**src/pbmc_map.svh**
```systemverilog
// register map, reset values and timing counts of the mode control block
// assumes one 100 MHz system clock; included by bare name
`ifndef PBMC_MAP_SVH
`define PBMC_MAP_SVH

// management register address of the control word
`define PBMC_REG_ADDR 5'h00
// field positions inside the 16-bit control word
`define PBMC_B_RESET 15
`define PBMC_B_LOOP 14
`define PBMC_B_SPEED 13
`define PBMC_B_ANEG 12
`define PBMC_B_PDN 11
`define PBMC_B_ISO 10
`define PBMC_B_RESTART 9
`define PBMC_B_DUPLEX 8
`define PBMC_B_COLTEST 7
`define PBMC_RSVD_HI 6
// reset values of each field
`define PBMC_RST_RESET 1'b0
`define PBMC_RST_LOOP 1'b0
`define PBMC_RST_SPEED 1'b1
`define PBMC_RST_ANEG 1'b1
`define PBMC_RST_PDN 1'b0
`define PBMC_RST_ISO 1'b0
`define PBMC_RST_RESTART 1'b0
`define PBMC_RST_DUPLEX 1'b1
`define PBMC_RST_COLTEST 1'b0
`define PBMC_RST_RSVD 7'h00
// timing: clock rate and times in their own units
`define PBMC_CLK_KHZ 100000
`define PBMC_DEAD_MS 1300
`define PBMC_SRST_NS 1000
`define PBMC_SRST_CYC ((`PBMC_SRST_NS * (`PBMC_CLK_KHZ / 1000) + 999) / 1000)
`define PBMC_DEAD_CYC (`PBMC_DEAD_MS * `PBMC_CLK_KHZ)
// management frame: preamble ones, header bits after the start zero
`define PBMC_PRE_ONES 6'd32
`define PBMC_HDR_BITS 4'd13
`define PBMC_OP_RD 2'b10
`define PBMC_OP_WR 2'b01
`define PBMC_ST 2'b01

`endif

```
**src/pbmc_pkg.sv**
```systemverilog
// types shared by the mode control block and its management slave
// assumes pbmc_map.svh supplies the numeric constants
package pbmc_pkg;
   // control fields of the mode control word
   typedef struct packed {
      logic reset;
      logic loop;
      logic speed;
      logic aneg;
      logic pdn;
      logic iso;
      logic restart;
      logic duplex;
      logic coltest;
   } pbmc_ctrl_type;
   // receive side of the mac interface
   typedef struct packed {
      logic dv;
      logic er;
      logic crs;
      logic col;
      logic [3:0] rxd;
   } pbmc_rx_type;
   // transmit side of the mac interface
   typedef struct packed {
      logic en;
      logic er;
      logic [3:0] txd;
   } pbmc_tx_type;
   // management frame states
   typedef enum logic [2:0] {
      PBMC_ST_PRE, PBMC_ST_HDR, PBMC_ST_TA, PBMC_ST_RD, PBMC_ST_WR
   } pbmc_mdio_state_type;
endpackage

```
**src/pbmc_top.sv**
```systemverilog
// basic mode control register of a 10/100 transceiver with its mii gating
// assumes all inputs are synchronous to SYS_CLK_IN; pads use the enables
`timescale 1ns/100ps
`include "pbmc_map.svh"
// Behaviour
// reset bit restores defaults, reads one meanwhile
// loopback bit enables internal loopback, default zero
// 100M loopback entry blanks receive data 1300ms
// speed bit one is 100M, default one
// negotiation on: speed reads negotiated value
// negotiation enable, default one, steers speed/duplex
// power-down still answers management frames
// power-down keeps mii outputs quiet
// isolate ignores transmit, floats mii outputs
// isolated device still answers management frames
// restart bit holds one until negotiation starts
// software leaves restart clear without negotiation
// writing restart zero never disturbs negotiation
// duplex bit written only without negotiation; code stores it on every write, reads negotiated value under negotiation
// collision test echoes TX_EN onto COL
// low seven bits read zero, written ignored
// pin-sourced fields load strap level at reset
// permanent fields ignore management writes
// sixteen-bit register at management address zero
module pbmc_top #(
   parameter int DEAD_CYC = `PBMC_DEAD_CYC, // loopback blanking cycles
   parameter logic [15:0] PIN_MASK = 16'h0000 // fields taken from straps
) (
   // clock and reset
   input wire logic SYS_CLK_IN,
   input wire logic RESET_N_IN,
   // management pins
   input wire logic MDC_IN,
   input wire logic MDIO_IN,
   output logic MDIO_OUT,
   output logic MDIO_OE_OUT,
   // straps
   input wire logic [4:0] PHYAD_IN,
   input wire logic [15:0] STRAP_IN,
   // negotiation engine
   input wire logic ANEG_SPEED_IN,
   input wire logic ANEG_DUPLEX_IN,
   input wire logic ANEG_STARTED_IN,
   // mac side of the mii
   input wire pbmc_pkg::pbmc_tx_type MII_TX_IN,
   output pbmc_pkg::pbmc_rx_type MII_RX_OUT,
   output logic MII_OE_OUT,
   // transceiver core side
   input wire pbmc_pkg::pbmc_rx_type CORE_RX_IN,
   output pbmc_pkg::pbmc_tx_type CORE_TX_OUT,
   // control levels to the core
   output logic SOFT_RESET_OUT,
   output logic LOOPBACK_OUT,
   output logic SPEED_100_OUT,
   output logic FULL_DUPLEX_OUT,
   output logic ANEG_EN_OUT,
   output logic ANEG_RESTART_OUT,
   output logic POWER_DOWN_OUT
);
   import pbmc_pkg::*;
   localparam int SRST_CYC = `PBMC_SRST_CYC; // soft reset length
   localparam int DEAD_W = $clog2(DEAD_CYC + 1); // blanking counter width

   pbmc_ctrl_type ctrl_r; // stored control fields
   logic [15:0] strap_r; // strap levels caught in reset
   logic [7:0] srst_cnt_r; // soft reset countdown
   logic [DEAD_W-1:0] dead_cnt_r; // receive blanking countdown
   logic loop_q_r; // loopback last cycle
   logic [4:0] regad; // address of current frame
   logic wr_stb; // write frame complete
   logic [15:0] wr_data; // written word
   logic [15:0] rd_word; // word answered on reads
   logic [15:0] rd_data; // answer for the frame address
   logic wr_hit; // write to this register

   // reset value of one field: strap or fixed default
   function automatic logic field_def(input int pos, input logic fixed);
      field_def = PIN_MASK[pos] ? strap_r[pos] : fixed;
   endfunction

   // word seen by the management entity
   function automatic logic [15:0] pack_word(input pbmc_ctrl_type c,
                                             input logic spd,
                                             input logic dpx);
      logic [15:0] w;
      w = 16'h0000;
      w[`PBMC_B_RESET] = c.reset;
      w[`PBMC_B_LOOP] = c.loop;
      w[`PBMC_B_SPEED] = c.aneg ? spd : c.speed;
      w[`PBMC_B_ANEG] = c.aneg;
      w[`PBMC_B_PDN] = c.pdn;
      w[`PBMC_B_ISO] = c.iso;
      w[`PBMC_B_RESTART] = c.restart;
      w[`PBMC_B_DUPLEX] = c.aneg ? dpx : c.duplex;
      w[`PBMC_B_COLTEST] = c.coltest;
      w[`PBMC_RSVD_HI:0] = `PBMC_RST_RSVD;
      pack_word = w;
   endfunction

   // management slave; runs regardless of isolate and power-down
   pbmc_mdio u_mdio (
      .clk_in(SYS_CLK_IN),
      .rst_n_in(RESET_N_IN),
      .mdc_in(MDC_IN),
      .mdio_in(MDIO_IN),
      .mdio_out(MDIO_OUT),
      .mdio_oe_out(MDIO_OE_OUT),
      .phyad_in(PHYAD_IN),
      .rd_data_in(rd_data),
      .regad_out(regad),
      .wr_stb_out(wr_stb),
      .wr_data_out(wr_data)
   );

   // read path: negotiated results replace speed and duplex
   assign rd_word = pack_word(ctrl_r, ANEG_SPEED_IN,
                              ANEG_DUPLEX_IN);
   // other addresses answer zero
   assign rd_data = (regad == `PBMC_REG_ADDR) ? rd_word : 16'h0000;
   assign wr_hit = wr_stb && regad == `PBMC_REG_ADDR;

   // straps are sampled only while reset is held
   always_ff @(posedge SYS_CLK_IN) begin
      if (!RESET_N_IN) strap_r <= STRAP_IN;
   end

   // control fields: hardware reset, soft reset and writes
   always_ff @(posedge SYS_CLK_IN) begin
      if (!RESET_N_IN || (ctrl_r.reset && srst_cnt_r == 8'h01)) begin
         ctrl_r.reset <= `PBMC_RST_RESET;
         ctrl_r.loop <= field_def(`PBMC_B_LOOP, `PBMC_RST_LOOP);
         ctrl_r.speed <= field_def(`PBMC_B_SPEED, `PBMC_RST_SPEED);
         ctrl_r.aneg <= field_def(`PBMC_B_ANEG, `PBMC_RST_ANEG);
         ctrl_r.pdn <= field_def(`PBMC_B_PDN, `PBMC_RST_PDN);
         ctrl_r.iso <= field_def(`PBMC_B_ISO, `PBMC_RST_ISO);
         ctrl_r.restart <= `PBMC_RST_RESTART;
         ctrl_r.duplex <= field_def(`PBMC_B_DUPLEX, `PBMC_RST_DUPLEX);
         ctrl_r.coltest <= field_def(`PBMC_B_COLTEST, `PBMC_RST_COLTEST);
      end else if (ctrl_r.reset) begin
         // writes are dropped while the reset sequence runs
         ctrl_r.restart <= 1'b0;
      end else if (wr_hit && wr_data[`PBMC_B_RESET]) begin
         ctrl_r.reset <= 1'b1;
      end else begin
         if (wr_hit) begin
            ctrl_r.loop <= wr_data[`PBMC_B_LOOP];
            ctrl_r.speed <= wr_data[`PBMC_B_SPEED];
            ctrl_r.aneg <= wr_data[`PBMC_B_ANEG];
            ctrl_r.pdn <= wr_data[`PBMC_B_PDN];
            ctrl_r.iso <= wr_data[`PBMC_B_ISO];
            ctrl_r.duplex <= wr_data[`PBMC_B_DUPLEX];
            ctrl_r.coltest <= wr_data[`PBMC_B_COLTEST];
            // reserved bits are not stored at all
         end
         // set wins over the engine's start acknowledge
         if (wr_hit && wr_data[`PBMC_B_RESTART])
            ctrl_r.restart <= 1'b1;
         else if (ANEG_STARTED_IN)
            ctrl_r.restart <= 1'b0;
      end
   end

   // soft reset countdown, reloaded by the write that starts it
   always_ff @(posedge SYS_CLK_IN) begin
      if (!RESET_N_IN) srst_cnt_r <= 8'h00;
      else if (!ctrl_r.reset && wr_hit && wr_data[`PBMC_B_RESET])
         srst_cnt_r <= 8'(SRST_CYC);
      else if (srst_cnt_r != 8'h00) srst_cnt_r <= srst_cnt_r - 8'h01;
   end

   // loopback entry at 100M blanks receive data for the dead time
   always_ff @(posedge SYS_CLK_IN) begin
      if (!RESET_N_IN) begin
         loop_q_r <= 1'b0;
         dead_cnt_r <= '0;
      end else begin
         loop_q_r <= ctrl_r.loop;
         if (ctrl_r.loop && !loop_q_r && rd_word[`PBMC_B_SPEED])
            dead_cnt_r <= DEAD_W'(DEAD_CYC);
         else if (!ctrl_r.loop) dead_cnt_r <= '0;
         else if (dead_cnt_r != '0) dead_cnt_r <= dead_cnt_r - 1'b1;
      end
   end

   // control levels to the core, straight from flops
   always_ff @(posedge SYS_CLK_IN) begin
      if (!RESET_N_IN) begin
         SOFT_RESET_OUT <= 1'b0;
         LOOPBACK_OUT <= 1'b0;
         SPEED_100_OUT <= 1'b0;
         FULL_DUPLEX_OUT <= 1'b0;
         ANEG_EN_OUT <= 1'b0;
         ANEG_RESTART_OUT <= 1'b0;
         POWER_DOWN_OUT <= 1'b0;
      end else begin
         SOFT_RESET_OUT <= ctrl_r.reset;
         LOOPBACK_OUT <= ctrl_r.loop;
         SPEED_100_OUT <= rd_word[`PBMC_B_SPEED];
         FULL_DUPLEX_OUT <= rd_word[`PBMC_B_DUPLEX];
         ANEG_EN_OUT <= ctrl_r.aneg;
         // restart has no use without negotiation
         ANEG_RESTART_OUT <= ctrl_r.restart & ctrl_r.aneg;
         POWER_DOWN_OUT <= ctrl_r.pdn;
      end
   end

   // receive path toward the mac
   always_ff @(posedge SYS_CLK_IN) begin
      if (!RESET_N_IN || ctrl_r.pdn) begin
         // held low: no spurious edges while powered down
         MII_RX_OUT <= '0;
      end else begin
         MII_RX_OUT <= CORE_RX_IN;
         if (dead_cnt_r != '0) begin
            MII_RX_OUT.dv <= 1'b0;
            MII_RX_OUT.er <= 1'b0;
            MII_RX_OUT.rxd <= 4'h0;
         end
         if (ctrl_r.coltest && MII_TX_IN.en)
            MII_RX_OUT.col <= 1'b1;
      end
   end

   // pad enable for every mii output
   always_ff @(posedge SYS_CLK_IN) begin
      if (!RESET_N_IN) MII_OE_OUT <= 1'b0;
      else MII_OE_OUT <= !ctrl_r.iso;
   end

   // transmit path toward the core
   always_ff @(posedge SYS_CLK_IN) begin
      if (!RESET_N_IN || ctrl_r.iso || ctrl_r.pdn)
         CORE_TX_OUT <= '0;
      else CORE_TX_OUT <= MII_TX_IN;
   end
endmodule

```
**src/pbmc_mdio.sv**
```systemverilog
// serial management slave: decodes read and write frames
// assumes mdc and mdio are synchronous to the system clock
`timescale 1ns/100ps
`include "pbmc_map.svh"
module pbmc_mdio (
   // clock and reset
   input wire logic clk_in,
   input wire logic rst_n_in,
   // serial pins
   input wire logic mdc_in,
   input wire logic mdio_in,
   output logic mdio_out,
   output logic mdio_oe_out,
   // own address
   input wire logic [4:0] phyad_in,
   // register side
   input wire logic [15:0] rd_data_in,
   output logic [4:0] regad_out,
   output logic wr_stb_out,
   output logic [15:0] wr_data_out
);
   import pbmc_pkg::*;
   pbmc_mdio_state_type state_r; // frame position
   logic mdc_q_r; // last mdc level
   logic [5:0] pre_r; // preamble ones seen
   logic [4:0] cnt_r; // bit counter
   logic [15:0] sh_r; // shift register
   logic is_rd_r; // current frame is a read
   logic rise; // mdc rising edge

   assign rise = mdc_in & ~mdc_q_r;

   // edge detect
   always_ff @(posedge clk_in) begin
      if (!rst_n_in) mdc_q_r <= 1'b0;
      else mdc_q_r <= mdc_in;
   end

   // frame walker, one step per mdc rise
   always_ff @(posedge clk_in) begin
      if (!rst_n_in) begin
         state_r <= PBMC_ST_PRE;
         pre_r <= 6'h00;
         cnt_r <= 5'h00;
         sh_r <= 16'h0000;
         is_rd_r <= 1'b0;
         mdio_out <= 1'b1;
         mdio_oe_out <= 1'b0;
         regad_out <= 5'h00;
         wr_stb_out <= 1'b0;
         wr_data_out <= 16'h0000;
      end else begin
         wr_stb_out <= 1'b0;
         if (rise) begin
            case (state_r)
               PBMC_ST_PRE: begin
                  // a zero after enough ones opens the frame
                  if (mdio_in) begin
                     if (pre_r != `PBMC_PRE_ONES) pre_r <= pre_r + 6'h01;
                  end else if (pre_r == `PBMC_PRE_ONES) begin
                     state_r <= PBMC_ST_HDR;
                     sh_r <= 16'h0000;
                     cnt_r <= 5'h00;
                  end else pre_r <= 6'h00;
               end
               PBMC_ST_HDR: begin
                  sh_r <= {sh_r[14:0], mdio_in};
                  cnt_r <= cnt_r + 5'h01;
                  if (cnt_r == 5'({1'b0, `PBMC_HDR_BITS} - 5'h01)) begin
                     pre_r <= 6'h00;
                     cnt_r <= 5'h00;
                     regad_out <= {sh_r[3:0], mdio_in};
                     is_rd_r <= sh_r[10:9] == `PBMC_OP_RD;
                     // foreign address or bad start: back to idle
                     // the start zero went to the preamble hunt, so
                     // only its trailing one is left, oldest in sh_r
                     if ({1'b0, sh_r[11]} == `PBMC_ST &&
                         sh_r[8:4] == phyad_in &&
                         (sh_r[10:9] == `PBMC_OP_RD ||
                          sh_r[10:9] == `PBMC_OP_WR))
                        state_r <= PBMC_ST_TA;
                     else state_r <= PBMC_ST_PRE;
                  end
               end
               PBMC_ST_TA: begin
                  cnt_r <= cnt_r + 5'h01;
                  if (is_rd_r) begin
                     // drive the turnaround zero, then data
                     mdio_oe_out <= 1'b1;
                     mdio_out <= 1'b0;
                     sh_r <= rd_data_in;
                     cnt_r <= 5'h00;
                     state_r <= PBMC_ST_RD;
                  end else if (cnt_r == 5'h01) begin
                     cnt_r <= 5'h00;
                     state_r <= PBMC_ST_WR;
                  end
               end
               PBMC_ST_RD: begin
                  cnt_r <= cnt_r + 5'h01;
                  mdio_out <= sh_r[15];
                  sh_r <= {sh_r[14:0], 1'b0};
                  if (cnt_r == 5'h10) begin
                     mdio_oe_out <= 1'b0;
                     mdio_out <= 1'b1;
                     state_r <= PBMC_ST_PRE;
                  end
               end
               PBMC_ST_WR: begin
                  cnt_r <= cnt_r + 5'h01;
                  sh_r <= {sh_r[14:0], mdio_in};
                  if (cnt_r == 5'h0f) begin
                     wr_stb_out <= 1'b1;
                     wr_data_out <= {sh_r[14:0], mdio_in};
                     state_r <= PBMC_ST_PRE;
                  end
               end
               default: state_r <= PBMC_ST_PRE;
            endcase
         end
      end
   end
endmodule

```
**config.mk**
```make
export PLATFORM = sky130hd
export DESIGN_NAME = pbmc_top
export DESIGN_NICKNAME = d
export VERILOG_FILES = /design/src/pbmc_pkg.sv /design/src/pbmc_top.sv /design/src/pbmc_mdio.sv
export VERILOG_INCLUDE_DIRS = /design/src
export SDC_FILE = /design/constraint.sdc
export NUM_CORES = 1
export LEC_CHECK = 0
export BUFFER_PORTS_ARGS = -buffer_cell sky130_fd_sc_hd__buf_2
export CAP_MARGIN = 20
export CORE_ASPECT_RATIO = 1.1
export CORE_MARGIN = 5
export CORE_UTILIZATION = 63
export CTS_BUF_LIST = sky130_fd_sc_hd__clkbuf_4 sky130_fd_sc_hd__clkbuf_8 sky130_fd_sc_hd__clkbuf_16
export DETAILED_ROUTE_END_ITERATION = 7
export PLACE_DENSITY = 0.85
export SYNTH_ARGS = -nofsm -noshare
export SYNTH_HDL_FRONTEND = slang
export SYNTH_HIERARCHICAL = 1
export SYNTH_SLANG_ARGS = --single-unit
```
**constraint.sdc**
```tcl
create_clock -name SYS_CLK_IN -period 3.55 [get_ports SYS_CLK_IN]
set_input_delay 0.355 -clock SYS_CLK_IN [delete_from_list [all_inputs] [get_ports SYS_CLK_IN]]
set_output_delay 0.355 -clock SYS_CLK_IN [all_outputs]
set_load 0.02 [all_outputs]
```
Word-level counts from Yosys, hierarchy flattened
Cells that the tools add are included. W data, S select, Z words.

$add $sub $neg: 4. Eq/ne operators: 24. Muxes and demuxes: 47. Bitwise gates (word level): 7. Reductions and logical operators: 47.

Operators with widths (count): $mux W27 (3); $mux W16 (4); $pmux W16 S4 (1); $mux W5 (6); $mux W6 (5); $reduce_bool A27 Y1 (1); $sub A27 B1 Y27 const B (1); $mux W3 (7); $pmux W5 S4 (1); $pmux W3 S5 (1); $reduce_and A3 Y1 (5); $mux W7 (2); $pmux W6 S2 (1); $logic_and A1 B1 Y1 (11); $mux W1 (11); $eq A5 B4 Y1 const B (2); $ne A2 B1 Y1 const B (5); $reduce_and A5 Y1 (2); $reduce_or A2 Y1 (5); $eq A8 B1 Y1 const B (1); $mux W8 (1); $reduce_and A4 Y1 (2); $reduce_bool A2 Y1 (4); $reduce_bool A4 Y1 (2); other kinds (29) (45).

Flip-flop bits (word level): 122. Input port bits: 42. Output and inout port bits: 24. Word-level logic and storage cells: 169.

Logic depth before layout (Yosys ltp)
Gate-level depths: netlist (run 1).

Depth after elaboration: 6. Gate-level depth with buffers: 8. Mapped depth without buffers: 7.

By module
The synthesis (run 1) kept the hierarchy.

Modules (own cells, without submodules): pbmc_top (instances 1, cells each 315, area an instance 2971.6 sq um, sequential area each 1321.3 sq um); pbmc_mdio (instances 1, cells each 344, area an instance 2765.2 sq um, sequential area each 1121.1 sq um).

Worst setup path before layout (run 1)
OpenSTA, ideal clock, no wires.

Path type: flip-flop to flip-flop. Start point: register dead_cnt_r[0]. End point: register dead_cnt_r[3]. Setup time: 0.072 ns. Arrival time: 1.799 ns. Data required time: 3.478 ns. Setup slack: 1.680 ns. Stages on the path, launching flop included: 8. Buffers on the path: 1. Period minus slack after synthesis: 1.870 ns. Cell sequence: dfxtp_1 > inv_1 > ha_1 > nor2b_1 > and4b_1 > buf_2 > a2111oi_0 > mux2i_1.

Word-level cells in the longest chain between the ends: 1. Elaborated cells between the ends (all ways): 2. Those cells by class: add/sub: 1; reduce/logical: 1.

RTL lines: start, declared (line pbmc_top.sv:67) `logic [DEAD_W-1:0] dead_cnt_r;`; start signal, assigned (line pbmc_top.sv:179) `dead_cnt_r <= DEAD_W'(DEAD_CYC);`; start signal, assigned (line pbmc_top.sv:181) `else if (dead_cnt_r != '0) dead_cnt_r <= dead_cnt_r - 1'b1;`; $sub A27 B1 Y27 or $reduce_bool A27 Y1 (tied branches) (line pbmc_top.sv:181).

Several ways; a longest one is shown, not always the timed one. A chain may end at the register's enable or synchronous reset.

Worst setup path in the final report (run 1)
Start point: register u_mdio.state_r[2]. End point: register u_mdio.wr_data_out[15].

Word-level cells in the longest chain between the ends: 2.

RTL lines: start, declared (line pbmc_mdio.sv:23) `pbmc_mdio_state_type state_r;`; start signal, assigned (line pbmc_mdio.sv:42) `state_r <= PBMC_ST_PRE;`; start signal, assigned (line pbmc_mdio.sv:61) `state_r <= PBMC_ST_HDR;`; start signal, assigned (line pbmc_mdio.sv:81) `state_r <= PBMC_ST_TA;`; $eq A3 B3 Y1 (line pbmc_mdio.sv:55) `case (state_r)`; $reduce_and A3 Y1 (no line); end signal, assigned (line pbmc_mdio.sv:114) `wr_data_out <= {sh_r[14:0], mdio_in};`; end, declared (line pbmc_mdio.sv:20) `output logic [15:0] wr_data_out`.

No other way between the ends.

==> metrics.log, run 1 <==
INFO  metric detail_route.vias_per_cell = 6.102
INFO  metric rsz0062_at_grt = no
INFO  metric htree_num_levels = 4
INFO  metric crit_chain = inv_1 > nor2_2 > nand3_1 > nand2_1 > a21oi_1
INFO  metric cp_endpoint_kind = flip-flop
INFO  metric critical_path_arrival = ~3.0 ns
INFO  metric avgSynthCellArea = around 8.7 um2
INFO  metric crit_share_post_route = 0.7317
INFO  metric drt_drc_violations_left = 0
INFO  metric whs_endpoint = CORE_TX_OUT[4]
INFO  metric r2r-start = u_mdio/state_r[2]
INFO  metric cts_made_buffers = 17
INFO  metric whs = approximately 0.043 ns
INFO  metric max_slew.worst_pin.slew = 0.8649 ns
INFO  metric detail_route.wirelength = 13450 um
INFO  metric cp.buffers_inverters = 1
INFO  metric worst_skew_pair.late_latency = between 0.5 and 0.6 ns
INFO  metric finalHoldViolCount = 0
INFO  metric fin_total_pwr = 0.003493 W
INFO  metric chipWidth = 99.16 um
INFO  metric fin_setup_tns = 0 ns
INFO  metric min_from = MII_TX_IN[4]
INFO  metric globalRouteMet1Util = 0.3136
INFO  metric post_route_cells_drive_above_1_share = 0.1601
INFO  metric crit_path_top_delay_cell = sky130_fd_sc_hd__dfxtp_1
INFO  metric io_pins = 66
INFO  metric worst_r2r_endpoint = u_mdio/wr_data_out[15]
INFO  metric drv_slew = 0
INFO  metric port-buffer-count = between 40 and 50
INFO  metric status = complete, no violations
INFO  metric met2_capacity_usage_during_global_routing = 0.4448
INFO  metric gr_overflow_total = 0
INFO  metric postCtsResizedCells = 0
INFO  metric start_util = 0.6518
INFO  metric vias_in_the_first_global_route = approximately 4.7k
INFO  metric cts-root-buf = sky130_fd_sc_hd__clkbuf_8
INFO  metric finalWeightedCongestion = 0.8368
INFO  metric dp.final_hpwl = 8600 um
INFO  metric timing.reg2reg.setup_slack = around 0.95 ns
INFO  metric clock_tree_from_tritoncts = done
INFO  metric clk_pin_slew_worst_paths = 0.06 ns
INFO  metric critPathLaunchType = flip-flop
INFO  metric peakVddDrop = 345.5 uV
INFO  metric fp-row-count = 35
INFO  metric grt_pass1_wl = 22510 um
INFO  metric overall_die_area = 0.01072 mm2
INFO  metric nNetsFinal = 726
INFO  metric clock_tree.buffer_depth = 2
INFO  metric crit_type = reg -> reg
INFO  metric design.core.area = 0.008452 mm2
INFO  metric synth.yosys.warnings = 6
INFO  metric filler_cell_count = 579
INFO  metric detailedRoute.firstIterationViolations = 347
INFO  metric worst_path_dominant_cell_family = simple AND/OR/NAND/NOR gates
INFO  metric most_utilized_layer_in_the_global_route_result = met2
INFO  metric worst_hold_path_type = in -> reg
INFO  metric hold-path-cell-count = 2
INFO  metric met3_usage = 0.06645
INFO  metric critical_path.max_fanout = 21
INFO  metric fin_crit = between 2 and 3 ns
INFO  metric skew = 0.009455 ns
INFO  metric drt_first_pass_iters = 6
INFO  metric critPathRequiredTime = 3.90 ns
INFO  metric timing_limited_maximum_frequency = 385.0 MHz
INFO  metric static_leakage_power = 2.706 nW
INFO  metric crit_path_max_cell_delay = 0.81 ns
INFO  metric number_of_violations_of_the_max_capacitance_limit = 0
INFO  metric groute.usage.overall = 0.2583
INFO  metric ant_nets = 0
INFO  metric die_height = 108.1 um
INFO  metric antenna_found_initial = 0
INFO  metric area_added_between_synthesis_and_finish = 16.28%
INFO  metric antenna-diode-count = 0
INFO  metric detail_route.wl_per_cell = 16.85 um
INFO  metric cts-hold-fix-buffers = 0
INFO  metric post-cts-setup-buffers = 0
INFO  metric numClockSinks = 115
INFO  metric slew_headroom = 0.4181
INFO  metric grt_max_degree = 31
INFO  metric synthesis.area = about 0.0055 mm2
INFO  metric powerDensity = 545.2 mW/mm2
INFO  metric dr_total_vias = 4869
INFO  metric r2r.worst_path.cells = 5
INFO  metric finalSetupViolCount = 0
INFO  metric synth_cells = 631
cells in the final DEF (no fill, tap or decap), types with 10 or more instances in the layout:
master,n
sky130_fd_sc_hd__nand2_1,76
sky130_fd_sc_hd__clkbuf_16,16
sky130_fd_sc_hd__xor2_1,10
sky130_fd_sc_hd__and3_1,11
sky130_fd_sc_hd__nor2_1,55
sky130_fd_sc_hd__and2_1,19
sky130_fd_sc_hd__a21oi_1,30
sky130_fd_sc_hd__o21ai_0,35
sky130_fd_sc_hd__nor2b_1,12
sky130_fd_sc_hd__nand3_1,15
sky130_fd_sc_hd__buf_2,49
sky130_fd_sc_hd__a31oi_1,17
sky130_fd_sc_hd__inv_1,17
sky130_fd_sc_hd__mux2i_1,24
sky130_fd_sc_hd__a22oi_1,16
sky130_fd_sc_hd__dfxtp_1,115
sky130_fd_sc_hd__ha_1,10
sky130_fd_sc_hd__nand2b_1,16
layout make-up:
class	count	area, um2	share of cell area
inverters	17	63.81	0.009961
multi-input cells	472	3007	0.4693
repair buffers	51	260.3	0.04063
clock buffers	23	484.2	0.07559
flip-flops and latches	115	2302	0.3594
well taps	111	138.9	0.02168
clock inverters	9	150.1	0.02344
routing by layer:
layer / vias up / share of wire
met2: 199 / 0.50
met3: 24 / 0.071
met5: - / 0
met1: 2297 / 0.42
li1: 2349 / -
met4: 0 / 0.015
worst register-to-register path, cell delays in order, from the launching register on:
cell	delay, ns
sky130_fd_sc_hd__dfxtp_1	0.81
sky130_fd_sc_hd__inv_1	0.29
sky130_fd_sc_hd__nor2_2	0.59
sky130_fd_sc_hd__nand3_1	0.47
sky130_fd_sc_hd__nand2_1	0.20
sky130_fd_sc_hd__a21oi_1	0.09
state kept, by name, summed over array words and instances (netlist names), 6 cells and up:
name / count
MII_RX_OUT: 8
dead_cnt_r: 27
CORE_TX_OUT: 6
u_mdio/sh_r: 16
ctrl_r: 9
u_mdio/wr_data_out: 9
u_mdio/pre_r: 6
srst_cnt_r: 8
stage by stage:
stage / std cells / area, um2 / setup slack [ns] / util
2_1_floorplan: 637 / 5532 / 1.680 / -
3_3_place_gp: 766 / 5772 / 1.176 / 0.6829
3_5_place_dp: 766 / 5772 / 1.084 / 0.6829
4_1_cts: 798 / 6406 / 1.047 / 0.7580
5_1_grt: 798 / 6406 / 0.8137 / 0.7580
6_report: 798 / 6406 / 0.9524 / 0.7580
how the worst max path moves through the flow:
| stage | from | endpoint | slack (ns) | depth (start not counted) |
|---|---|---|---|---|
| final | u_mdio/state_r[2] | u_mdio/wr_data_out[15] | 0.95 | 5 |
| after global routing | u_mdio/state_r[2] | u_mdio/wr_data_out[11] | 0.81 | 5 |
| after CTS | u_mdio/state_r[2] | u_mdio/wr_data_out[15] | 1.05 | 5 |
| after detailed placement | u_mdio/state_r[2] | u_mdio/wr_data_out[15] | 1.08 | 5 |
| after global placement | u_mdio/state_r[2] | u_mdio/wr_data_out[9] | 1.18 | 5 |
| after floorplan | dead_cnt_r[0] | dead_cnt_r[3] | 1.68 | 7 |
report_power, final:
group / switching (W) / leakage (nW) / internal, W
clock: 0.000578 / 0.311 / 0.00123
combinational: 0.000182 / 1.46 / 0.000126
sequential: 0.0000445 / 0.934 / 0.00134
No activity file was read; power rests on OpenSTA's default activity.
==> run 2: changes to the inputs <==
--- a/config.mk
+++ b/config.mk
@@ -10,10 +10,10 @@
 export CAP_MARGIN = 20
 export CORE_ASPECT_RATIO = 1.1
 export CORE_MARGIN = 5
-export CORE_UTILIZATION = 63
+export CORE_UTILIZATION = 53
 export CTS_BUF_LIST = sky130_fd_sc_hd__clkbuf_4 sky130_fd_sc_hd__clkbuf_8 sky130_fd_sc_hd__clkbuf_16
 export DETAILED_ROUTE_END_ITERATION = 7
-export PLACE_DENSITY = 0.85
+export PLACE_DENSITY = 0.76
 export SYNTH_ARGS = -nofsm -noshare
 export SYNTH_HDL_FRONTEND = slang
 export SYNTH_HIERARCHICAL = 1
==> constraint.sdc (replaced) <==
create_clock -name SYS_CLK_IN -period 2.1 [get_ports SYS_CLK_IN]
set_input_delay 0.21 -clock SYS_CLK_IN [delete_from_list [all_inputs] [get_ports SYS_CLK_IN]]
set_output_delay 0.21 -clock SYS_CLK_IN [all_outputs]
set_load 0.02 [all_outputs]
==> run 2 against run 1 <==
  * Flip-flop and latch count did not move
  * Routed wire length rose by 0.19%
  * Fmax rose by 30%
  * Clock skew fell by 0.0021 ns
  * Register-to-register slack got worse by 0.85 ns
  * Final cell count rose by 8.6%
  * Non-clock buffer count rose by 36
  * Worst hold slack got worse by 0.036 ns
  * First-iteration DRC count rose by 0.58%
  * Utilization fell by 9.4 points
  * Global-route usage fell by 3.6 points
  * Power rose by 82%
==> metrics.log, run 2 (synthesized netlist as in run 1, its figures left out) <==
INFO  metric fin_crit = 2.002 ns (was 2.598 ns)
INFO  metric status = complete, no violations (unchanged)
INFO  metric switchingPower = 0.001408 W (was 0.0008041 W)
INFO  metric internal_power = 0.004936 W (was 0.002689 W)
INFO  metric die_height = 116.9 um (was 108.1 um)
INFO  metric numClockSinks = 115 (unchanged)
INFO  metric detailedRoute.firstIterationViolations = 349 (was 347)
INFO  metric combinationalPowerShare = 0.090 (was 0.088)
INFO  metric fraction_of_power_spent_switching_nets = 0.2219 (was 0.2302)
INFO  metric fin_setup_tns = 0 ns (unchanged)
INFO  metric antenna_found_initial = 0 (unchanged)
INFO  metric vias_in_the_first_global_route = 4804 (was 4702)
INFO  metric chipWidth = 107.2 um (was 99.16 um)
INFO  metric fp-row-count = 39 (was 35)
INFO  metric worst_hold_path_type = in -> reg (unchanged)
INFO  metric slew_headroom = 0.4948 (was 0.4181)
INFO  metric design.core.area = 0.01030 mm2 (was 0.008452 mm2)
INFO  metric r2r.worst_path.cells = 6 (was 5)
INFO  metric rsz0062_at_grt = no (unchanged)
INFO  metric ant_nets = 0 (unchanged)
INFO  metric io_pins = 66 (unchanged)
INFO  metric peakVddDrop = 520.7 uV (was 345.5 uV)
INFO  metric port-buffer-count = 49 (unchanged)
INFO  metric sequentialPowerShare = 0.367 (was 0.395)
INFO  metric skew = 0.007322 ns (was 0.009455 ns)
INFO  metric finalSetupViolCount = 0 (unchanged)
INFO  metric clk_pin_slew_worst_paths = 0.05 ns (was 0.06 ns)
INFO  metric worst_skew_pair.late_latency = 0.42 ns (was 0.51 ns)
INFO  metric start_util = 0.5351 (was 0.6518)
INFO  metric timing.critical_path.to = dead_cnt_r[24] (was u_mdio/wr_data_out[15])
INFO  metric crit_share_post_route = 0.9535 (was 0.7317)
INFO  metric timing_limited_maximum_frequency = 499.4 MHz (was 385.0 MHz)
INFO  metric drt_first_pass_iters = 5 (was 6)
INFO  metric most_frequent_cells_in_the_layout = sky130_fd_sc_hd__dfxtp_1, sky130_fd_sc_hd__nand2_1, sky130_fd_sc_hd__nor2_1, sky130_fd_sc_hd__buf_2, sky130_fd_sc_hd__o21ai_0 (unchanged)
INFO  metric max_slew.worst_pin.slew = 0.7577 ns (was 0.8649 ns)
INFO  metric biggestRegsByFlops = dead_cnt_r: 27 flops, u_mdio/sh_r: 16 flops (unchanged)
INFO  metric cts_made_buffers = 17 (unchanged)
INFO  metric htree_num_levels = 4 (unchanged)
INFO  metric clock_tree.buffer_depth = 2 (unchanged)
INFO  metric finalNonFillerCells = 867 (was 798)
INFO  metric critical_path.max_fanout = 11 (was 21)
INFO  metric finalWeightedCongestion = 0.8762 (was 0.8368)
INFO  metric grt_pass1_wl = 22430 um (was 22510 um)
INFO  metric cts-root-buf = sky130_fd_sc_hd__clkbuf_16 (was sky130_fd_sc_hd__clkbuf_8)
INFO  metric grt_max_degree = 24 (was 31)
INFO  metric drt_drc_violations_left = 0 (unchanged)
INFO  metric clock_tree_from_tritoncts = done (unchanged)
INFO  metric post_route_cells_drive_above_1_share = 0.2017 (was 0.1601)
INFO  metric place.detailed.instances = 828 (was 766)
INFO  metric detail_route.vias_per_cell = 5.782 (was 6.102)
INFO  metric timing.reg2reg.setup_slack = 0.1 ns (was 0.95 ns)
INFO  metric crit_type = reg -> reg (unchanged)
INFO  metric critPathLaunchType = flip-flop (unchanged)
INFO  metric critical_path_arrival = 2.30 ns (was 2.95 ns)
INFO  metric drv_slew = 0 (unchanged)
INFO  metric max_flop_register = dead_cnt_r (unchanged)
INFO  metric nNetsFinal = 763 (was 726)
INFO  metric antenna-diode-count = 0 (unchanged)
INFO  metric critPathRequiredTime = 2.40 ns (was 3.90 ns)
INFO  metric largest_reg_flops = 27 (unchanged)
INFO  metric groute.usage.overall = 0.2224 (was 0.2583)
INFO  metric worst_r2r_endpoint = dead_cnt_r[24] (was u_mdio/wr_data_out[15])
INFO  metric commonest_non_fill_non_tap_cell_in_the_layout = sky130_fd_sc_hd__dfxtp_1 (unchanged)
INFO  metric gr_overflow_total = 0 (unchanged)
INFO  metric clock_power_share = 0.543 (was 0.516)
INFO  metric finalHoldViolCount = 0 (unchanged)
INFO  metric area_added_between_synthesis_and_finish = 24.14% (was 16.28%)
INFO  metric dp.final_hpwl = 9126 um (was 8600 um)
INFO  metric dr_total_vias = 5013 (was 4869)
INFO  metric detail_route.wl_per_cell = 15.54 um (was 16.85 um)
INFO  metric r2r-start = dead_cnt_r[0] (was u_mdio/state_r[2])
INFO  metric detail_route.wirelength = 13470 um (was 13450 um)
INFO  metric static_leakage_power = 2.922 nW (was 2.706 nW)
INFO  metric powerDensity = 927.6 mW/mm2 (was 545.2 mW/mm2)
INFO  metric cp_endpoint_kind = flip-flop (unchanged)
INFO  metric overall_die_area = 0.01254 mm2 (was 0.01072 mm2)
INFO  metric crit_path_start = dead_cnt_r[0] (was u_mdio/state_r[2])
INFO  metric number_of_violations_of_the_max_capacitance_limit = 0 (unchanged)
run 2: cell types whose count changed in the layout (fill, tap and decap cells not counted), sizes merged:
cell         change
buf             +31
clkinv           -2
dlygate4sd3      +5
inv              +1
clkbuf           -3
clkinvlp         +1
nand4b           +1
bufinv           +3
run 2: critical path: stages, from the launching register on:
cell and delay, ns:
sky130_fd_sc_hd__dfxtp_1 0.34, sky130_fd_sc_hd__inv_1 0.12, sky130_fd_sc_hd__ha_1 0.25, sky130_fd_sc_hd__nor2b_4 0.28, sky130_fd_sc_hd__nand4b_4 0.25, sky130_fd_sc_hd__o31a_1 0.37, sky130_fd_sc_hd__o31a_1 0.28
run 2: layout make-up:
| type | instances | area [um2] |
|---|---|---|
| clock buffers | 20 | 460.4 |
| clock inverters | 12 | 250.2 |
| fillers | 813 | 3457 |
| inverters | 17 | 63.81 |
| multi-input cells | 473 | 3040 |
| flip-flops and latches | 115 | 2302 |
| well taps | 143 | 178.9 |
| repair buffers | 87 | 543.0 |
run 2: how the worst min path moves through the flow:
stage | startpoint | end | slack (ns) | cells past startpoint
6_report | MII_TX_IN[4] | CORE_TX_OUT[4] | 0.007 | 2
5_1_grt | MII_TX_IN[4] | CORE_TX_OUT[4] | 0.005 | 2
4_1_cts | MII_TX_IN[0] | CORE_TX_OUT[0] | 0.003 | 2
3_5_place_dp | CORE_RX_IN[5] | MII_RX_OUT[5] | 0.41 | 2
3_3_place_gp | MII_TX_IN[2] | CORE_TX_OUT[2] | 0.41 | 2
2_1_floorplan | CORE_RX_IN[4] | MII_RX_OUT[4] | 0.33 | 2
run 2: timing repair:
action / CTS / global route
hold buffers: 4 / 1
gates resized for setup: 2 / 4
buffers inserted: 0 / 1
endpoints found under the hold margin: 4 / 1
cloned: 0 / 1
pin swaps: 0 / 2
setup endpoints to repair: 30 / 25
run 2: stage by stage:
step | total power [W] | hold slack [ns] | instance area, um2 | util | setup slack, ns
detailed placement | 0.002923 | 0.4148 | 6037 | 0.5863 | -0.04873
global route | 0.006575 | 0.005008 | 6839 | 0.6642 | 0.006734
finish | 0.006344 | 0.007262 | 6839 | 0.6642 | 0.09772
CTS | 0.006364 | 0.003297 | 6794 | 0.6599 | 0.009164
global placement | 0.002897 | 0.4098 | 6037 | 0.5863 | 0.05155
floorplan | 0.002753 | 0.3274 | 5532 | - | 0.2296
run 2: layer usage:
layer  track usage  wire length, um  up-vias
met2        0.3792             6578      186
met3       0.05924              811       31
li1              -                -     2425
met4       0.07502              271        0
met1        0.2740             5813     2371
met5             0                0        -
run 2: power groups by stage:
stage	Clock, W	Sequential, W	Combinational [W]
after detailed placement	0	0.00237	0.000549
after CTS	0.00347	0.00233	0.000562
after global placement	0	0.00237	0.000528
after global routing	0.00360	0.00234	0.000631
final	0.00345	0.00233	0.000568
after floorplan	0	0.00238	0.000372
==> run 3: changes to the inputs <==
--- a/config.mk
+++ b/config.mk
@@ -10,10 +10,10 @@
 export CAP_MARGIN = 20
 export CORE_ASPECT_RATIO = 1.1
 export CORE_MARGIN = 5
-export CORE_UTILIZATION = 53
+export CORE_UTILIZATION = 63
 export CTS_BUF_LIST = sky130_fd_sc_hd__clkbuf_4 sky130_fd_sc_hd__clkbuf_8 sky130_fd_sc_hd__clkbuf_16
 export DETAILED_ROUTE_END_ITERATION = 7
-export PLACE_DENSITY = 0.76
+export PLACE_DENSITY = 0.85
 export SYNTH_ARGS = -nofsm -noshare
 export SYNTH_HDL_FRONTEND = slang
 export SYNTH_HIERARCHICAL = 1
==> constraint.sdc (replaced) <==
create_clock -name SYS_CLK_IN -period 2.45 [get_ports SYS_CLK_IN]
set_input_delay 0.245 -clock SYS_CLK_IN [delete_from_list [all_inputs] [get_ports SYS_CLK_IN]]
set_output_delay 0.245 -clock SYS_CLK_IN [all_outputs]
set_load 0.02 [all_outputs]
==> run 3 against run 2 <==
  * Clock-buffer cell count is the same
  * Setup slack gained 0.17 ns
  * Design area decreased by 2.3%
  * Fmax shrank 8.3%
  * Clock skew fell by 0.0017 ns
  * Non-clock buffer count is 5 lower
  * Global-route usage grew 5.3 points
  * Routed wire length increased by 9.0%
  * Largest power group unchanged
==> metrics.log, run 3 (synthesized netlist as in run 1, its figures left out) <==
INFO  metric status = complete, no violations (unchanged)
INFO  metric cts_made_buffers = 17 (unchanged)
INFO  metric design.core.area = 0.008452 mm2 (was 0.01030 mm2)
INFO  metric port-buffer-count = 49 (unchanged)
INFO  metric overall_die_area = 0.01072 mm2 (was 0.01254 mm2)
INFO  metric drt_first_pass_iters = 5 (unchanged)
INFO  metric crit_path_max_cell_delay = 0.61 ns (was 0.37 ns)
INFO  metric clock_tree.buffer_depth = 2 (unchanged)
INFO  metric grt_pass1_wl = 24010 um (was 22430 um)
INFO  metric largest_reg_flops = 27 (unchanged)
INFO  metric static_leakage_power = 2.847 nW (was 2.922 nW)
INFO  metric critPathLaunchType = flip-flop (unchanged)
INFO  metric grt_max_degree = 38 (was 24)
INFO  metric r2r.worst_path.cells = 6 (unchanged)
INFO  metric timing.reg2reg.setup_slack = 0.27 ns (was 0.1 ns)
INFO  metric fin_crit = 2.183 ns (was 2.002 ns)
INFO  metric start_util = 0.6518 (was 0.5351)
INFO  metric post_route_cells_drive_above_1_share = 0.1718 (was 0.2017)
INFO  metric cp_endpoint_kind = flip-flop (unchanged)
INFO  metric max_flop_register = dead_cnt_r (unchanged)
INFO  metric detail_route.vias_per_cell = 6.220 (was 5.782)
INFO  metric crit_chain = inv_1 > ha_1 > nor2b_1 > and4b_1 > a2111oi_0 > mux2i_1 (was inv_1 > ha_1 > nor2b_4 > nand4b_4 > o31a_1 > o31a_1)
INFO  metric cp.buffers_inverters = 1 (unchanged)
INFO  metric numClockSinks = 115 (unchanged)
INFO  metric gr_overflow_total = 0 (unchanged)
INFO  metric critical_path_cell_count = 6 (unchanged)
INFO  metric drv_slew = 0 (unchanged)
INFO  metric crit_path_top_delay_cell = sky130_fd_sc_hd__a2111oi_0 (was sky130_fd_sc_hd__o31a_1)
INFO  metric detailedRoute.firstIterationViolations = 371 (was 349)
INFO  metric detail_route.wl_per_cell = 17.76 um (was 15.54 um)
INFO  metric dp.final_hpwl = 8996 um (was 9126 um)
INFO  metric crit_share_post_route = 0.8909 (was 0.9535)
INFO  metric cts-root-buf = sky130_fd_sc_hd__clkbuf_8 (was sky130_fd_sc_hd__clkbuf_16)
INFO  metric htree_num_levels = 4 (unchanged)
INFO  metric critical_path.max_fanout = 6 (was 11)
INFO  metric ant_nets = 0 (unchanged)
INFO  metric fp-row-count = 35 (was 39)
INFO  metric die_height = 108.1 um (was 116.9 um)
INFO  metric worst_hold_path_type = in -> reg (unchanged)
INFO  metric most_frequent_cells_in_the_layout = sky130_fd_sc_hd__dfxtp_1, sky130_fd_sc_hd__nand2_1, sky130_fd_sc_hd__nor2_1, sky130_fd_sc_hd__buf_2, sky130_fd_sc_hd__o21ai_0 (unchanged)
INFO  metric post-cts-setup-buffers = 0 (unchanged)
INFO  metric nNetsFinal = 757 (was 763)
INFO  metric slew_headroom = 0.5440 (was 0.4948)
INFO  metric vias_in_the_first_global_route = 5146 (was 4804)
INFO  metric area_added_between_synthesis_and_finish = 21.33% (was 24.14%)
INFO  metric antenna_found_initial = 0 (unchanged)
INFO  metric finalSetupViolCount = 0 (unchanged)
INFO  metric io_pins = 66 (unchanged)
INFO  metric worst_skew_pair.late_latency = 0.51 ns (was 0.42 ns)
INFO  metric worst_r2r_endpoint = dead_cnt_r[3] (was dead_cnt_r[24])
INFO  metric worst_path_dominant_cell_family = compound AO/OA/AOI/OAI gates (unchanged)
INFO  metric number_of_violations_of_the_max_capacitance_limit = 0 (unchanged)
INFO  metric clk_pin_slew_worst_paths = 0.05 ns (about the same)
INFO  metric detail_route.wirelength = 14690 um (was 13470 um)
INFO  metric critPathRequiredTime = 2.89 ns (was 2.40 ns)
INFO  metric rsz0062_at_grt = no (unchanged)
INFO  metric groute.usage.overall = 0.2751 (was 0.2224)
INFO  metric powerDensity = 767.6 mW/mm2 (was 927.6 mW/mm2)
INFO  metric biggestRegsByFlops = dead_cnt_r: 27 flops, u_mdio/sh_r: 16 flops (unchanged)
INFO  metric dr_total_vias = 5144 (was 5013)
INFO  metric clock_tree_from_tritoncts = done (unchanged)
INFO  metric finalWeightedCongestion = 0.8633 (was 0.8762)
INFO  metric fin_total_pwr = 0.005130 W (was 0.006344 W)
INFO  metric chipWidth = 99.16 um (was 107.2 um)
INFO  metric fin_setup_tns = 0 ns (unchanged)
INFO  metric crit_path_start = dead_cnt_r[0] (unchanged)
INFO  metric drt_drc_violations_left = 0 (unchanged)
INFO  metric r2r-start = dead_cnt_r[0] (unchanged)
INFO  metric skew = 0.005636 ns (was 0.007322 ns)
INFO  metric max_slew.worst_pin.slew = 0.6790 ns (was 0.7577 ns)
INFO  metric timing_limited_maximum_frequency = 458.1 MHz (was 499.4 MHz)
INFO  metric antenna-diode-count = 0 (unchanged)
INFO  metric timing.critical_path.to = dead_cnt_r[3] (was dead_cnt_r[24])
INFO  metric crit_type = reg -> reg (unchanged)
INFO  metric critical_path_arrival = 2.62 ns (was 2.30 ns)
INFO  metric peakVddDrop = 516.9 uV (was 520.7 uV)
INFO  metric finalHoldViolCount = 0 (unchanged)
INFO  metric commonest_non_fill_non_tap_cell_in_the_layout = sky130_fd_sc_hd__dfxtp_1 (unchanged)
==> run 3: cell count changes in the layout (fill, tap and decap cells not counted), sizes merged, moves of 2 or more <==
cell / delta
buf: -17
dlygate4sd3: +12
bufinv: -2
clkinv: +3
clkinvlp: -2
==> run 3: cell type report <==
type	count	area [um2]
fillers	515	1768
clock buffers	20	449.2
multi-input cells	472	3013
clock inverters	10	181.4
well taps	111	138.9
repair buffers	82	535.5
inverters	17	63.81
flip-flops and latches	115	2302
==> run 3: power breakdown <==
| group | internal, W | switching (W) | total [W] |
|---|---|---|---|
| registers | 0.00194 | 0.0000619 | 0.00200 |
| clock network | 0.00180 | 0.000842 | 0.00264 |
| logic | 0.000209 | 0.000279 | 0.000487 |
==> run 3: worst min-delay path by stage <==
stage | from | endpoint | slack, ns | cells after the start
2_1_floorplan | CORE_RX_IN[4] | MII_RX_OUT[4] | 0.36 | 2
6_report | ANEG_DUPLEX_IN | FULL_DUPLEX_OUT | 0.04 | 3
3_5_place_dp | MII_TX_IN[0] | CORE_TX_OUT[0] | 0.45 | 2
3_3_place_gp | u_mdio/wr_data_out[12] | u_mdio/wr_data_out[12] | 0.44 | 2
4_1_cts | ANEG_DUPLEX_IN | FULL_DUPLEX_OUT | 0.02 | 3
5_1_grt | ANEG_DUPLEX_IN | FULL_DUPLEX_OUT | 0.05 | 3
==> run 3: per-stage QoR <==
stage,setup WS (ns),instances,hold WS (ns),cell area (um2),utilization
2_1_floorplan,0.5796,637,0.3624,5532,-
3_3_place_gp,0.4222,779,0.4424,5869,0.6944
3_5_place_dp,0.3469,779,0.4492,5869,0.6944
4_1_cts,0.2181,826,0.01720,6670,0.7892
5_1_grt,0.05465,827,0.04903,6684,0.7908
6_report,0.2673,827,0.04246,6684,0.7908
==> run 3: metal layers <==
layer	part of all wire	vias up	track usage	routed length (um)
li1	-	2411	-	-
met1	0.39	2434	0.3187	5794
met2	0.50	254	0.4827	7344
met3	0.077	45	0.07097	1135
met4	0.028	0	0.1112	415
met5	0	-	0	0
==> run 3: worst reg2reg max path: stages (launching register included) <==
cell and delay, ns:
sky130_fd_sc_hd__dfxtp_1 0.40, sky130_fd_sc_hd__inv_1 0.10, sky130_fd_sc_hd__ha_1 0.25, sky130_fd_sc_hd__nor2b_1 0.20, sky130_fd_sc_hd__and4b_1 0.32, sky130_fd_sc_hd__a2111oi_0 0.61
sky130_fd_sc_hd__mux2i_1 0.24
==> run 3: repair_timing <==
action	in CTS	in global routing
setup endpoints to repair	0	3
hold buffers	17	0
resized for setup	0	1
hold endpoints to repair	16	0
